## config.mk

```make
export PLATFORM = sky130hd
export DESIGN_NAME = fcd_top
export DESIGN_NICKNAME = d
export VERILOG_FILES = /design/src/inc/fcd_pkg.sv /design/src/rtl/fcd_delay_timer.sv /design/src/rtl/fcd_term_sel.sv /design/src/rtl/fcd_top.sv
export SDC_FILE = /design/constraint.sdc
export NUM_CORES = 1
export LEC_CHECK = 0
export ABC_AREA = 1
export BUFFER_PORTS_ARGS = -buffer_cell sky130_fd_sc_hd__buf_2
export CAP_MARGIN = 20
export CORE_MARGIN = 2
export CORE_UTILIZATION = 45
export DETAILED_ROUTE_END_ITERATION = 16
export PLACE_DENSITY = 0.71
export SLEW_MARGIN = 20
export SYNTH_ARGS = -nofsm -noshare
export SYNTH_HDL_FRONTEND = slang
export SYNTH_SLANG_ARGS = --single-unit
```

## constraint.sdc

```tcl
create_clock -name pclk -period 5.95 [get_ports pclk]
set_clock_uncertainty 0.05 [all_clocks]
set_input_delay 1.19 -clock pclk [delete_from_list [all_inputs] [get_ports pclk]]
set_output_delay 1.19 -clock pclk [all_outputs]
set_load 0.01 [all_outputs]
```

## src/inc/fcd_pkg.sv

```systemverilog
// Constants, register map and field layout of the frequency and current
// level detector.
// Assumes a single 100 MHz clock and an APB master with 32-bit data.
// How it works
// - At-speed flag rises when output frequency is within the band of set frequency.
// - Speed band defaults to 10 percent, range 0 to 100, relative to set frequency.
// - Frequency-level flag rises when output frequency reaches the detect level (6 Hz).
// - Reverse level applies in reverse unless it holds 9999, then forward level applies.
// - During DC injection braking all frequency flags are forced off.
// - Comparisons use output frequency before slip compensation.
// - At-speed flag goes to a terminal with code 1, or inverted with code 101.
// - Frequency-level flag has its own terminal, also codes 4 and 104.
// - Over-current flag rises after current stays above level longer than the delay.
// - Over-current level defaults to 150 percent of rated current, range 0 to 200.
// - Over-current flag holds at least 100 ms once on.
// - Zero-current flag rises after current stays below level longer than the time.
// - Zero-current level of 0 disables zero-current detection.
// - Over-current flag goes to a terminal with code 12, or inverted with 112.
// - Zero-current flag goes to a terminal with code 13, or inverted with 113.
// - Current flags respond within about 0.1 s of the condition.
// - Current detection stays active during offline auto-tuning.
// - Codes 0 to 99 conduct when active; codes 100 to 199 block when active.

package fcd_pkg;

  // ****************************************
  // Timing
  // ****************************************
  localparam int CLK_PERIOD_NS = 10;
  localparam int TICK_PERIOD_NS = 1000000;
  localparam int TICK_CYCLES = (TICK_PERIOD_NS + CLK_PERIOD_NS - 1) / CLK_PERIOD_NS;
  localparam int TICK_W = 17;
  localparam int OC_HOLD_MS = 100;
  localparam logic [13:0] OC_DLY_MS_PER_LSB = 14'h0064;
  localparam logic [13:0] ZC_TIME_MS_PER_LSB = 14'h000A;

  // ****************************************
  // Widths and limits
  // ****************************************
  localparam int FREQ_W = 12;
  localparam int CUR_W = 11;
  localparam int SEL_W = 8;
  localparam int DLY_W = 14;
  localparam int HOLD_W = 7;
  localparam logic [15:0] BAND_MAX = 16'h0064;
  localparam logic [15:0] FREQ_MAX = 16'h0FA0;
  localparam logic [15:0] CUR_MAX = 16'h07D0;
  localparam logic [15:0] TIME_MAX = 16'h0064;
  localparam logic [15:0] SEL_MAX = 16'h00C7;
  localparam logic [13:0] REV_SENTINEL = 14'h270F;
  localparam logic [19:0] PCT_SCALE = 20'h00064;

  // ****************************************
  // Reset values
  // ****************************************
  localparam logic [6:0] BAND_RST = 7'h0A;
  localparam logic [FREQ_W-1:0] FREQ_LVL_RST = 12'h03C;
  localparam logic [13:0] REV_LVL_RST = 14'h270F;
  localparam logic [CUR_W-1:0] OC_LVL_RST = 11'h5DC;
  localparam logic [6:0] OC_DLY_RST = 7'h00;
  localparam logic [CUR_W-1:0] ZC_LVL_RST = 11'h032;
  localparam logic [6:0] ZC_TIME_RST = 7'h32;
  localparam logic [SEL_W-1:0] TERM0_RST = 8'h01;
  localparam logic [SEL_W-1:0] TERM1_RST = 8'h0C;
  localparam logic [SEL_W-1:0] TERM2_RST = 8'h0D;

  // ****************************************
  // Terminal selector codes
  // ****************************************
  localparam logic [SEL_W-1:0] SEL_SP = 8'h01;
  localparam logic [SEL_W-1:0] SEL_FQ = 8'h04;
  localparam logic [SEL_W-1:0] SEL_OC = 8'h0C;
  localparam logic [SEL_W-1:0] SEL_ZC = 8'h0D;
  localparam logic [SEL_W-1:0] SEL_NEG_BASE = 8'h64;
  localparam logic [SEL_W-1:0] SEL_NEG_LAST = 8'hC7;

  // ****************************************
  // Register map (byte addresses)
  // ****************************************
  localparam int ADDR_W = 8;
  localparam logic [ADDR_W-1:0] REG_BAND = 8'h00;
  localparam logic [ADDR_W-1:0] REG_FREQ_LVL = 8'h04;
  localparam logic [ADDR_W-1:0] REG_REV_LVL = 8'h08;
  localparam logic [ADDR_W-1:0] REG_OC_LVL = 8'h0C;
  localparam logic [ADDR_W-1:0] REG_OC_DLY = 8'h10;
  localparam logic [ADDR_W-1:0] REG_ZC_LVL = 8'h14;
  localparam logic [ADDR_W-1:0] REG_ZC_TIME = 8'h18;
  localparam logic [ADDR_W-1:0] REG_TERM = 8'h1C;
  localparam logic [ADDR_W-1:0] REG_STATUS = 8'h20;

  // ****************************************
  // Field positions
  // ****************************************
  localparam int TERM0_LSB = 0;
  localparam int TERM1_LSB = 8;
  localparam int TERM2_LSB = 16;
  localparam int ST_SP = 0;
  localparam int ST_FQ = 1;
  localparam int ST_OC = 2;
  localparam int ST_ZC = 3;
  localparam int ST_TERM_LSB = 4;
  localparam int ST_FQ_TERM = 7;

endpackage

```

## src/rtl/fcd_delay_timer.sv

```systemverilog
// Qualification timer: flag rises once a condition has held for a limit.
// Assumes a one-cycle millisecond tick from the same clock domain.
`timescale 1ns/100ps

module fcd_delay_timer
(
  input wire logic pclk,
  input wire logic presetn,
  input wire logic tick,
  input wire logic qualify,
  input wire logic [fcd_pkg::DLY_W-1:0] limit,
  output logic done
);

  logic [fcd_pkg::DLY_W-1:0] cnt_ff;
  logic [fcd_pkg::DLY_W-1:0] nxt_cnt;
  logic done_ff;
  logic nxt_done;

  // ****************************************
  // Counter
  // ****************************************
  // Any lapse drops the count, so only an unbroken condition fires
  always_comb
  begin
    nxt_cnt = cnt_ff;
    if (!qualify)
      nxt_cnt = '0;
    else if (tick && (cnt_ff < limit))
      nxt_cnt = cnt_ff + 1'b1;
    nxt_done = qualify && (cnt_ff >= limit);
  end

  always_ff @(posedge pclk or negedge presetn)
  begin
    if (!presetn)
    begin
      cnt_ff <= '0;
      done_ff <= 1'b0;
    end
    else
    begin
      cnt_ff <= nxt_cnt;
      done_ff <= nxt_done;
    end
  end

  assign done = done_ff;

endmodule

```

## src/rtl/fcd_term_sel.sv

```systemverilog
// Output terminal selector for three assignable terminals and the
// dedicated frequency-level terminal.
// Assumes flags from the same clock domain; unknown codes mean no function.
`timescale 1ns/100ps

module fcd_term_sel
(
  input wire logic pclk,
  input wire logic presetn,
  input wire logic sp_flag,
  input wire logic fq_flag,
  input wire logic oc_flag,
  input wire logic zc_flag,
  input wire logic [3*fcd_pkg::SEL_W-1:0] sel_codes,
  output logic [2:0] term_out,
  output logic fq_term_out
);

  logic [2:0] term_ff;
  logic [2:0] nxt_term;
  logic fq_term_ff;
  logic nxt_fq_term;

  // Map one selector code onto the terminal drive level
  function automatic logic drive(input logic [fcd_pkg::SEL_W-1:0] code,
                                 input logic [3:0] flags);
    logic neg;
    logic [fcd_pkg::SEL_W-1:0] base;
    logic act;
    neg = (code >= fcd_pkg::SEL_NEG_BASE) && (code <= fcd_pkg::SEL_NEG_LAST);
    base = neg ? code - fcd_pkg::SEL_NEG_BASE : code;
    act = 1'b0;
    if (base == fcd_pkg::SEL_SP)
      act = flags[0];
    else if (base == fcd_pkg::SEL_FQ)
      act = flags[1];
    else if (base == fcd_pkg::SEL_OC)
      act = flags[2];
    else if (base == fcd_pkg::SEL_ZC)
      act = flags[3];
    return act ^ neg;
  endfunction

  // ****************************************
  // Terminal drive
  // ****************************************
  always_comb
  begin
    for (int i = 0; i < 3; i++)
      nxt_term[i] = drive(sel_codes[i*fcd_pkg::SEL_W +: fcd_pkg::SEL_W],
                          {zc_flag, oc_flag, fq_flag, sp_flag});
    nxt_fq_term = fq_flag;
  end

  always_ff @(posedge pclk or negedge presetn)
  begin
    if (!presetn)
    begin
      term_ff <= '0;
      fq_term_ff <= 1'b0;
    end
    else
    begin
      term_ff <= nxt_term;
      fq_term_ff <= nxt_fq_term;
    end
  end

  assign term_out = term_ff;
  assign fq_term_out = fq_term_ff;

endmodule

```

## src/rtl/fcd_top.sv

```systemverilog
// Frequency and current level detector: configuration registers on APB,
// at-speed and frequency-level compare, over- and zero-current timers.
// Assumes drive-core inputs come from logic on pclk, so none is synchronised.
`timescale 1ns/100ps

module fcd_top
#(
  parameter int TICK_CYCLES = fcd_pkg::TICK_CYCLES
)
(
  input wire logic pclk,
  input wire logic presetn,
  input wire logic [fcd_pkg::ADDR_W-1:0] paddr,
  input wire logic psel,
  input wire logic penable,
  input wire logic pwrite,
  input wire logic [31:0] pwdata,
  output logic [31:0] prdata,
  output logic pready,
  output logic pslverr,
  input wire logic [fcd_pkg::FREQ_W-1:0] out_freq_pre_slip,
  input wire logic [fcd_pkg::FREQ_W-1:0] set_freq,
  input wire logic dir_reverse,
  input wire logic [fcd_pkg::CUR_W-1:0] out_current,
  input wire logic drive_running,
  input wire logic dc_brake_active,
  input wire logic autotune_active,
  output logic at_speed_flag,
  output logic freq_level_flag,
  output logic overcurrent_level_flag,
  output logic zero_current_flag,
  output logic [2:0] term_out,
  output logic fq_term_out
);

  // Saturate a written value to the top of its range
  function automatic logic [15:0] clamp(input logic [31:0] v, input logic [15:0] mx);
    return (v > {16'h0000, mx}) ? mx : v[15:0];
  endfunction

  // ****************************************
  // Configuration registers
  // ****************************************
  logic [6:0] band_ff;
  logic [6:0] nxt_band;
  logic [fcd_pkg::FREQ_W-1:0] freq_lvl_ff;
  logic [fcd_pkg::FREQ_W-1:0] nxt_freq_lvl;
  logic [13:0] rev_lvl_ff;
  logic [13:0] nxt_rev_lvl;
  logic [fcd_pkg::CUR_W-1:0] oc_lvl_ff;
  logic [fcd_pkg::CUR_W-1:0] nxt_oc_lvl;
  logic [6:0] oc_dly_ff;
  logic [6:0] nxt_oc_dly;
  logic [fcd_pkg::CUR_W-1:0] zc_lvl_ff;
  logic [fcd_pkg::CUR_W-1:0] nxt_zc_lvl;
  logic [6:0] zc_time_ff;
  logic [6:0] nxt_zc_time;
  logic [3*fcd_pkg::SEL_W-1:0] term_sel_ff;
  logic [3*fcd_pkg::SEL_W-1:0] nxt_term_sel;
  logic [31:0] prdata_ff;
  logic [31:0] nxt_prdata;
  logic wr_en;
  logic mapped;
  logic [15:0] wlim;
  logic [31:0] status_word;
  logic [7:0] sel_w;

  assign wr_en = psel && penable && pwrite;
  assign mapped = (paddr == fcd_pkg::REG_BAND) || (paddr == fcd_pkg::REG_FREQ_LVL)
               || (paddr == fcd_pkg::REG_REV_LVL) || (paddr == fcd_pkg::REG_OC_LVL)
               || (paddr == fcd_pkg::REG_OC_DLY) || (paddr == fcd_pkg::REG_ZC_LVL)
               || (paddr == fcd_pkg::REG_ZC_TIME) || (paddr == fcd_pkg::REG_TERM)
               || (paddr == fcd_pkg::REG_STATUS);

  // Zero wait states; unmapped or status writes answer with an error
  assign pready = 1'b1;
  assign pslverr = psel && penable
                && (!mapped || (pwrite && (paddr == fcd_pkg::REG_STATUS)));
  assign prdata = prdata_ff;

  // Write decode; out-of-range values are saturated, not rejected
  always_comb
  begin
    nxt_band = band_ff;
    nxt_freq_lvl = freq_lvl_ff;
    nxt_rev_lvl = rev_lvl_ff;
    nxt_oc_lvl = oc_lvl_ff;
    nxt_oc_dly = oc_dly_ff;
    nxt_zc_lvl = zc_lvl_ff;
    nxt_zc_time = zc_time_ff;
    nxt_term_sel = term_sel_ff;
    wlim = 16'h0000;
    sel_w = 8'h00;
    if (wr_en)
    begin
      unique case (paddr)
        fcd_pkg::REG_BAND:
        begin
          wlim = clamp(pwdata, fcd_pkg::BAND_MAX);
          nxt_band = wlim[6:0];
        end
        fcd_pkg::REG_FREQ_LVL:
        begin
          wlim = clamp(pwdata, fcd_pkg::FREQ_MAX);
          nxt_freq_lvl = wlim[fcd_pkg::FREQ_W-1:0];
        end
        fcd_pkg::REG_REV_LVL:
        begin
          wlim = clamp(pwdata, fcd_pkg::FREQ_MAX);
          if (pwdata == {18'h00000, fcd_pkg::REV_SENTINEL})
            nxt_rev_lvl = fcd_pkg::REV_SENTINEL;
          else
            nxt_rev_lvl = wlim[13:0];
        end
        fcd_pkg::REG_OC_LVL:
        begin
          wlim = clamp(pwdata, fcd_pkg::CUR_MAX);
          nxt_oc_lvl = wlim[fcd_pkg::CUR_W-1:0];
        end
        fcd_pkg::REG_OC_DLY:
        begin
          wlim = clamp(pwdata, fcd_pkg::TIME_MAX);
          nxt_oc_dly = wlim[6:0];
        end
        fcd_pkg::REG_ZC_LVL:
        begin
          wlim = clamp(pwdata, fcd_pkg::CUR_MAX);
          nxt_zc_lvl = wlim[fcd_pkg::CUR_W-1:0];
        end
        fcd_pkg::REG_ZC_TIME:
        begin
          wlim = clamp(pwdata, fcd_pkg::TIME_MAX);
          nxt_zc_time = wlim[6:0];
        end
        fcd_pkg::REG_TERM:
        begin
          for (int i = 0; i < 3; i++)
          begin
            sel_w = pwdata[i*fcd_pkg::SEL_W +: fcd_pkg::SEL_W];
            wlim = clamp({24'h000000, sel_w}, fcd_pkg::SEL_MAX);
            nxt_term_sel[i*fcd_pkg::SEL_W +: fcd_pkg::SEL_W] = wlim[7:0];
          end
        end
        default:
        begin
          wlim = 16'h0000;
        end
      endcase
    end
  end

  // Read data is latched in the setup cycle, valid through the access cycle
  always_comb
  begin
    nxt_prdata = prdata_ff;
    if (psel && !penable && !pwrite)
    begin
      nxt_prdata = 32'h00000000;
      unique case (paddr)
        fcd_pkg::REG_BAND: nxt_prdata[6:0] = band_ff;
        fcd_pkg::REG_FREQ_LVL: nxt_prdata[fcd_pkg::FREQ_W-1:0] = freq_lvl_ff;
        fcd_pkg::REG_REV_LVL: nxt_prdata[13:0] = rev_lvl_ff;
        fcd_pkg::REG_OC_LVL: nxt_prdata[fcd_pkg::CUR_W-1:0] = oc_lvl_ff;
        fcd_pkg::REG_OC_DLY: nxt_prdata[6:0] = oc_dly_ff;
        fcd_pkg::REG_ZC_LVL: nxt_prdata[fcd_pkg::CUR_W-1:0] = zc_lvl_ff;
        fcd_pkg::REG_ZC_TIME: nxt_prdata[6:0] = zc_time_ff;
        fcd_pkg::REG_TERM: nxt_prdata[3*fcd_pkg::SEL_W-1:0] = term_sel_ff;
        fcd_pkg::REG_STATUS: nxt_prdata = status_word;
        default: nxt_prdata = 32'h00000000;
      endcase
    end
  end

  always_ff @(posedge pclk or negedge presetn)
  begin
    if (!presetn)
    begin
      band_ff <= fcd_pkg::BAND_RST;
      freq_lvl_ff <= fcd_pkg::FREQ_LVL_RST;
      rev_lvl_ff <= fcd_pkg::REV_LVL_RST;
      oc_lvl_ff <= fcd_pkg::OC_LVL_RST;
      oc_dly_ff <= fcd_pkg::OC_DLY_RST;
      zc_lvl_ff <= fcd_pkg::ZC_LVL_RST;
      zc_time_ff <= fcd_pkg::ZC_TIME_RST;
      term_sel_ff <= {fcd_pkg::TERM2_RST, fcd_pkg::TERM1_RST, fcd_pkg::TERM0_RST};
      prdata_ff <= 32'h00000000;
    end
    else
    begin
      band_ff <= nxt_band;
      freq_lvl_ff <= nxt_freq_lvl;
      rev_lvl_ff <= nxt_rev_lvl;
      oc_lvl_ff <= nxt_oc_lvl;
      oc_dly_ff <= nxt_oc_dly;
      zc_lvl_ff <= nxt_zc_lvl;
      zc_time_ff <= nxt_zc_time;
      term_sel_ff <= nxt_term_sel;
      prdata_ff <= nxt_prdata;
    end
  end

  // ****************************************
  // Millisecond timebase
  // ****************************************
  // 1 ms resolution keeps timer latency far under the 0.1 s response
  logic [fcd_pkg::TICK_W-1:0] pre_ff;
  logic [fcd_pkg::TICK_W-1:0] nxt_pre;
  logic tick;

  assign tick = (pre_ff == fcd_pkg::TICK_W'(TICK_CYCLES - 1));

  always_comb
  begin
    nxt_pre = tick ? '0 : pre_ff + 1'b1;
  end

  always_ff @(posedge pclk or negedge presetn)
  begin
    if (!presetn)
      pre_ff <= '0;
    else
      pre_ff <= nxt_pre;
  end

  // ****************************************
  // Frequency detection
  // ****************************************
  logic sp_ff;
  logic nxt_sp;
  logic fq_ff;
  logic nxt_fq;
  logic [fcd_pkg::FREQ_W-1:0] level_sel;
  logic [fcd_pkg::FREQ_W-1:0] fdiff;
  logic [19:0] diff_scaled;
  logic [19:0] band_scaled;

  // Only the uncompensated frequency is compared
  always_comb
  begin
    if (dir_reverse && (rev_lvl_ff != fcd_pkg::REV_SENTINEL))
      level_sel = rev_lvl_ff[fcd_pkg::FREQ_W-1:0];
    else
      level_sel = freq_lvl_ff;
    fdiff = (out_freq_pre_slip > set_freq) ? out_freq_pre_slip - set_freq
                                           : set_freq - out_freq_pre_slip;
    diff_scaled = {8'h00, fdiff} * fcd_pkg::PCT_SCALE;
    band_scaled = {13'h0000, band_ff} * {8'h00, set_freq};
    nxt_sp = !dc_brake_active && (diff_scaled <= band_scaled);
    nxt_fq = !dc_brake_active && (out_freq_pre_slip >= level_sel);
  end

  always_ff @(posedge pclk or negedge presetn)
  begin
    if (!presetn)
    begin
      sp_ff <= 1'b0;
      fq_ff <= 1'b0;
    end
    else
    begin
      sp_ff <= nxt_sp;
      fq_ff <= nxt_fq;
    end
  end

  // ****************************************
  // Current detection
  // ****************************************
  logic cur_active;
  logic oc_qual;
  logic zc_qual;
  logic oc_done;
  logic zc_done;
  logic [fcd_pkg::DLY_W-1:0] oc_limit;
  logic [fcd_pkg::DLY_W-1:0] zc_limit;
  logic [fcd_pkg::HOLD_W-1:0] hold_ff;
  logic [fcd_pkg::HOLD_W-1:0] nxt_hold;
  logic oc_ff;
  logic nxt_oc;
  logic zc_ff;
  logic nxt_zc;

  assign cur_active = drive_running || autotune_active;
  assign oc_qual = cur_active && (out_current > oc_lvl_ff);
  assign zc_qual = cur_active && (zc_lvl_ff != '0) && (out_current < zc_lvl_ff);
  assign oc_limit = {7'h00, oc_dly_ff} * fcd_pkg::OC_DLY_MS_PER_LSB;
  assign zc_limit = {7'h00, zc_time_ff} * fcd_pkg::ZC_TIME_MS_PER_LSB;

  fcd_delay_timer u_oc_timer
  (
    .pclk(pclk),
    .presetn(presetn),
    .tick(tick),
    .qualify(oc_qual),
    .limit(oc_limit),
    .done(oc_done)
  );

  fcd_delay_timer u_zc_timer
  (
    .pclk(pclk),
    .presetn(presetn),
    .tick(tick),
    .qualify(zc_qual),
    .limit(zc_limit),
    .done(zc_done)
  );

  // Hold reloads while detection is true, so it runs out 100 ms after the end
  always_comb
  begin
    nxt_hold = hold_ff;
    if (oc_done)
      nxt_hold = fcd_pkg::HOLD_W'(fcd_pkg::OC_HOLD_MS);
    else if (tick && (hold_ff != '0))
      nxt_hold = hold_ff - 1'b1;
    nxt_oc = oc_done || (hold_ff != '0);
    nxt_zc = zc_done;
  end

  always_ff @(posedge pclk or negedge presetn)
  begin
    if (!presetn)
    begin
      hold_ff <= '0;
      oc_ff <= 1'b0;
      zc_ff <= 1'b0;
    end
    else
    begin
      hold_ff <= nxt_hold;
      oc_ff <= nxt_oc;
      zc_ff <= nxt_zc;
    end
  end

  // ****************************************
  // Terminals and status
  // ****************************************
  fcd_term_sel u_term_sel
  (
    .pclk(pclk),
    .presetn(presetn),
    .sp_flag(sp_ff),
    .fq_flag(fq_ff),
    .oc_flag(oc_ff),
    .zc_flag(zc_ff),
    .sel_codes(term_sel_ff),
    .term_out(term_out),
    .fq_term_out(fq_term_out)
  );

  always_comb
  begin
    status_word = 32'h00000000;
    status_word[fcd_pkg::ST_SP] = sp_ff;
    status_word[fcd_pkg::ST_FQ] = fq_ff;
    status_word[fcd_pkg::ST_OC] = oc_ff;
    status_word[fcd_pkg::ST_ZC] = zc_ff;
    status_word[fcd_pkg::ST_TERM_LSB +: 3] = term_out;
    status_word[fcd_pkg::ST_FQ_TERM] = fq_term_out;
  end

  assign at_speed_flag = sp_ff;
  assign freq_level_flag = fq_ff;
  assign overcurrent_level_flag = oc_ff;
  assign zero_current_flag = zc_ff;

endmodule

```

## Word level (Yosys, flattened, before mapping)

Cells that the tools add are included.

| operators by class | value |
|---|---|
| $add $sub $neg | 9 |
| multiply operators | 4 |
| $lt $le $gt $ge | 21 |
| eq/ne operators | 25 |
| multiplexer cells | 36 |
| bitwise operators | 3 |
| reduce and logical (&&, ||, !) cells | 47 |

Operator list:

| cell | count |
|---|---|
| 14-bit 2-to-1 mux | 6 |
| 8-bit by 4-bit == test with 1-bit output, second input constant | 8 |
| 7-bit case mux with 9 select lines | 1 |
| 8-bit 2-to-1 mux | 6 |
| 32-bit by 14-bit == test with 1-bit output, second input constant | 1 |
| 8-bit by 3-bit == test with 1-bit output, second input constant | 4 |
| 8-bit by 5-bit == test with 1-bit output, second input constant | 4 |
| 32-bit by 11-bit > comparator with 1-bit output, second input constant | 1 |
| 32-bit by 12-bit > comparator with 1-bit output, second input constant | 1 |
| 32-bit by 7-bit > comparator with 1-bit output, second input constant | 1 |
| 14-bit by 1-bit adder with 14-bit output, second input constant | 2 |
| 8-bit by 1-bit == test with 1-bit output, second input constant | 3 |
| 8-bit by 7-bit greater-or-equal comparator with 1-bit output, second input constant | 3 |
| 8-bit > comparator, second input constant | 3 |
| 8-bit less-or-equal comparator, second input constant | 3 |
| 12-bit 2-to-1 mux | 2 |
| 4-bit case mux with 6 select lines | 1 |
| 12-bit subtractor | 2 |
| 8-bit by 7-bit subtractor with 8-bit output, second input constant | 3 |
| 7-bit 2-to-1 mux | 3 |
| 1-bit logical AND | 20 |
| 19-bit less-or-equal comparator | 1 |
| 7-bit by 12-bit multiplier with 19-bit output | 1 |
| 17-bit by 1-bit adder with 17-bit output, second input constant | 1 |
| 30 further kinds | 64 |

| word-level totals | value |
|---|---|
| bits in registers | 179 |
| bits of input ports | 84 |
| output and inout port bits | 42 |
| logic and storage cells | 166 |

## Logic depth before layout (Yosys ltp)

| depth | value |
|---|---|
| word-level depth | 12 |
| mapped depth | 38 |
| gate-level depth less buffers | 37 |

## By module

Synthesis repeated with hierarchy kept, for this count alone.

| second synthesis, totals | value |
|---|---|
| cell total of the unflattened synthesis | 2,608 |
| area total of the unflattened synthesis | 18,306.3 um^2 |

By module, submodules not included:

| module | times used | cells each | area an instance (um^2) | sequential area each (um^2) |
|---|---|---|---|---|
| fcd_top | 1 | 2,032 | 14,650.3 | 3,669.8 |
| fcd_delay_timer | 2 | 206 | 1,373.8 | 375.4 |
| fcd_term_sel | 1 | 164 | 908.4 | 100.1 |

## Least setup slack after synthesis

Ideal clock, no wire load.

| timing | value |
|---|---|
| path type | in2reg |
| start | input port set_freq[11] (netlist bit) |
| end | register sp_ff (netlist: at_speed_flag) |
| arrival | 6,023 ps |
| path slack | -244 ps |
| stages | 35 |
| path buffers | 2 |
| path through | clkbuf_1 > inv_1 > ha_1 > inv_1 > nor3_1 > inv_1 > o21ai_2 > nand2_2 > buf_6 > or2_1 > o21ai_1 > ha_1 > ha_1 > inv_1 > fa_1 > inv_1 > ha_1 > a21oi_1 > o21ai_0 > nand2_1 > nand3_1 > nand2_1 > inv_1 > o21ai_0 > nand2_1 > nand2_1 > nand2_1 > ha_1 > nand2_1 > inv_1 > nand3_1 > nor2_1 > nand4_1 > nand3_1 > a21oi_1 |

| on the way | value |
|---|---|
| longest elaborated chain between the ends | 5 |
| elaborated cells on any way between the ends | 8 |
| classes of those cells | add/sub: 2; mul: 2; order compare: 2; mux: 1; reduce/logical: 1 |

RTL lines:

| what | RTL line | RTL |
|---|---|---|
| start, declared | fcd_top.sv:22 | `input wire logic [fcd_pkg::FREQ_W-1:0] set_freq,` |
| 12-bit subtractor, or another cell as far along | fcd_top.sv:245 | `: set_freq - out_freq_pre_slip;` |
| 12-bit 2-to-1 mux | fcd_top.sv:244 | `fdiff = (out_freq_pre_slip > set_freq) ? out_freq_pre_slip - set_freq` |
| 12-bit by 5-bit multiplier with 17-bit output | fcd_top.sv:246 | `diff_scaled = {8'h00, fdiff} * fcd_pkg::PCT_SCALE;` |
| 19-bit less-or-equal comparator * | fcd_top.sv:248 | `nxt_sp = !dc_brake_active && (diff_scaled <= band_scaled);` |
| 1-bit logical AND * | fcd_top.sv:248 |  |
| net nxt_sp | fcd_top.sv:229 | `logic nxt_sp;` |
| end signal, assigned | fcd_top.sv:261 | `sp_ff <= nxt_sp;` |
| end, declared | fcd_top.sv:228 | `logic sp_ff;` |

The timed path passes the listed nets; every way through them passes the cells marked *.
A chain may end at the register's enable or synchronous reset.

## Worst setup path in the final report

| timing | value |
|---|---|
| start | input port out_freq_pre_slip[2] (netlist bit) |
| end | register sp_ff (netlist: at_speed_flag) |

| on the way | value |
|---|---|
| longest elaborated chain between the ends | 5 |
| elaborated cells on any way between the ends | 7 |
| classes of those cells | add/sub: 2; mul: 1; order compare: 2; mux: 1; reduce/logical: 1 |

RTL lines:

| what | RTL line | RTL |
|---|---|---|
| start, declared | fcd_top.sv:21 | `input wire logic [fcd_pkg::FREQ_W-1:0] out_freq_pre_slip,` |
| 12-bit subtractor, or another cell as far along | fcd_top.sv:245 |  |
| 12-bit 2-to-1 mux * | fcd_top.sv:244 |  |
| 12-bit by 5-bit multiplier with 17-bit output * | fcd_top.sv:246 |  |
| 19-bit less-or-equal comparator * | fcd_top.sv:248 |  |
| 1-bit logical AND * | fcd_top.sv:248 |  |
| net nxt_sp | fcd_top.sv:229 |  |

Marks and branches as above.

==> metrics <==
post-DP HPWL=39900 µm; EDFF count, synth=0; worst min path class=register to register; gr busiest metal=met2; Via Count=roughly 16000; CP most frequent cell=inv_1; Die H=200 µm; critical path endpoint category=register; detailed-route DRC error count=0; pins over their slew limit=0; pre-CTS setup slack=-0.356 ns; Startpoint Class=input port; Synth Cell Area=0.0172 mm²; Hold Fails Final Rpt=0; met1 GRT Util=0.336; adder-cell share of the synthesized area=0.229; antenna violations before repair=1; run status=completed; dpl cell area=0.0191 mm²; Worst-path clk slew=0.07 ns; asr flop ratio synth=1.00; Final WS setup=0.253 ns; top post-synthesis cells by area=dfrtp_1 (21%), ha_1 (16%), nand2_1 (11%); Final GP Congestion=roughly 0.99; First-pass DRT Iterations=5; # nets final=about 2900; I/O pins=126; commonest cells in the netlist=nand2_1 (522), inv_1 (397), ha_1 (218), o21ai_0 (169), nor2_1 (147); die span in x=200 µm; worst-skew pair later-pin latency=0.45 ns; met2 usage=0.423; share of layout cells above drive strength 1=0.156; post-synth top area cell=dfrtp_1; grt total ovfl=0; Setup violations, final=0; TritonCTS Buffers=17; Detail Route Antenna Nets=0; mux cell area share after synthesis=0; crit path max fanout=8; PD cells=between 300 and 400 mW/mm²; first-pass GRT wire length=around 80000 µm; Most used DFF post-synth=dfrtp_1; fin crit share=0.957; Max IR drop VDD=390 µV; GRT Resource Usage Total=0.253; PortBufs=116; Worst path slowest cell=fa_1; fmax=0.176 GHz; CTS tree=yes; slew at the pin closest to its max-slew limit=1.21 ns; Clock Sink Count=approximately 180; Yosys top cell area share=0.212; initial DRC count=between 1000 and 1500; top-count cell post-synth=nand2_1; count of cell types in the netlist=58; post-route cell area=0.0199 mm²; vias per inst=between 5 and 6; Synth Warn #=0; Core Area=0.0377 mm²; CP max stage delay=0.51 ns; Min Clock Period, post-route=5.70 ns; critical path required time=between 6 and 7 ns; maxcap violations=0; Post-Syn Instances=2320; Leak=10.6 nW; WL/cell=about 16 µm; number of global-route vias before repair=15800; CTS max path bufs=2; Slew headroom=0.191; Root Buffer=clkbuf_16; simple-gate share of the synthesized area=0.233; die area=0.0399 mm²; Avg Inst Size Synth=7.42 µm²; H-Tree Depth=4; FP Rows=71; total wire length=49800 µm; largest net degree at the start of global routing=107; Initial Utilization=0.457; largest family of logic cells by synthesized area=simple AND/OR/NAND/NOR gates; XOR/XNOR share of the synthesized area=0.0437; area grow syn2layout=15.8%; Seq cells post-synth=179; Setup Crit Path Kind=input port to register; CP arrival=5.98 ns; compound-gate portion of the synthesized area=0.123; met3 Track Usage GR=0.0312; register area share after synthesis=0.262
power breakdown:
group	switching (mW)	internal (mW)	leakage, nW
Clock	0.529	0.640	0.280
Combinational	2.29	1.92	8.19
Sequential	0.0348	1.24	2.18
worst max-delay path: cells and delay by family:
family | cells | cell delay, ns
xor gates and xnor gates | 1 | 0.16
adders and majority gates | 6 | 1.96
and+or+nand+nor | 14 | 1.29
AOI/OAI and AO/OA | 5 | 0.61
buffers and inverters | 10 | 0.76
cells in the final DEF (no fill, tap or decap), types with 8 or more instances in the layout:
| cell | n |
|---|---|
| a21oi_2 | 11 |
| ha_1 | 208 |
| a31oi_1 | 8 |
| nand3b_1 | 21 |
| dfstp_2 | 33 |
| nand2_1 | 516 |
| o31ai_1 | 13 |
| nor2_2 | 10 |
| fa_1 | 59 |
| nand2_2 | 19 |
| buf_2 | 115 |
| ha_4 | 9 |
| nor3_1 | 24 |
| a21o_1 | 9 |
| clkbuf_16 | 17 |
| o21ai_1 | 13 |
| inv_1 | 394 |
| xnor2_1 | 25 |
| nor2_1 | 143 |
| o21ai_0 | 163 |
| xor2_1 | 61 |
| o22ai_1 | 22 |
| nand3_1 | 117 |
| nor4_1 | 13 |
| buf_4 | 120 |
| conb_1 | 9 |
| nand4_1 | 31 |
| a21oi_1 | 110 |
| dfrtp_1 | 146 |
state kept, by name (all words and copies together), names as in the netlist:
name and cells:
at_speed_flag 1, band_ff 7, freq_level_flag 1, freq_lvl_ff 12, hold_ff 7, oc_dly_ff 7
oc_lvl_ff 11, overcurrent_level_flag 1, prdata 24, pre_ff 17, rev_lvl_ff 14, term_sel_ff 24
u_oc_timer.cnt_ff 14, u_oc_timer.done 1, u_term_sel.fq_term_out 1, u_term_sel.term_out 3, u_zc_timer.cnt_ff 14, u_zc_timer.done 1
zc_lvl_ff 11, zc_time_ff 7, zero_current_flag 1
worst paths after layout:
path                                           start              endpoint  slack [ns]  cells past startpoint
worst min register to register       u_zc_timer.done     zero_current_flag        0.30                      0
worst min-delay path                 u_zc_timer.done     zero_current_flag        0.30                      0
worst max-delay path            out_freq_pre_slip[2]         at_speed_flag        0.25                     36
worst max register to register            band_ff[3]         at_speed_flag        0.58                     21
max in group asynchronous                    presetn         rev_lvl_ff[8]        4.41                      2
min in group asynchronous                    presetn  u_zc_timer.cnt_ff[6]        0.56                      1
metrics by stage:
stage / setup TNS (ns) / total power [mW] / instances / hold WS [ns] / utilization
global route: -0.0874 / 7.29 / 3045 / 0.322 / 0.529
global placement: -0.200 / 4.95 / 3010 / 0.285 / 0.506
finish: 0 / 6.66 / 3046 / 0.302 / 0.529
detailed placement: -0.356 / 5.11 / 3010 / 0.286 / 0.506
CTS: 0 / 6.30 / 3042 / 0.303 / 0.522
floorplan: 0 / 3.78 / 2327 / 0.281 / -
repair_timing:
action | in CTS | in global routing
gates resized for setup | 0 | 53
buffers inserted | 0 | 1
endpoints found under the setup margin | 0 | 1
endpoints found under the hold margin | 0 | 0
hold buffers | 0 | 0
logic make-up (layout without fill, tap and decap cells):
| group | Yosys count | after routing |
|---|---|---|
| and+or+nand+nor | 920 | 920 |
| AOI/OAI and AO/OA | 384 | 384 |
| xor gates and xnor gates | 86 | 86 |
| adders and majority gates | 279 | 279 |
| buffers and inverters | 470 | 676 |
| DFF | 179 | 179 |
| other | 2 | 11 |
area by class of cell:
cell class                      count  area [µm²]
Fill cell                        3654       17700
Multi-Input combinational cell   1678       11100
Sequential cell                   179        4520
Timing Repair Buffer              239        1540
Inverter                          405        1530
Tap cell                          511         639
Clock buffer                       20         447
Clock inverter                     12         146
Antenna cell                        2        5.00
routing by layer:
layer,part of all wire,wire length (µm)
met5,0,0
met4,0.029,1460
met3,0.053,2650
met2,0.48,23800
met1,0.44,21900
Note: power is estimated with default switching activity, not from simulation.
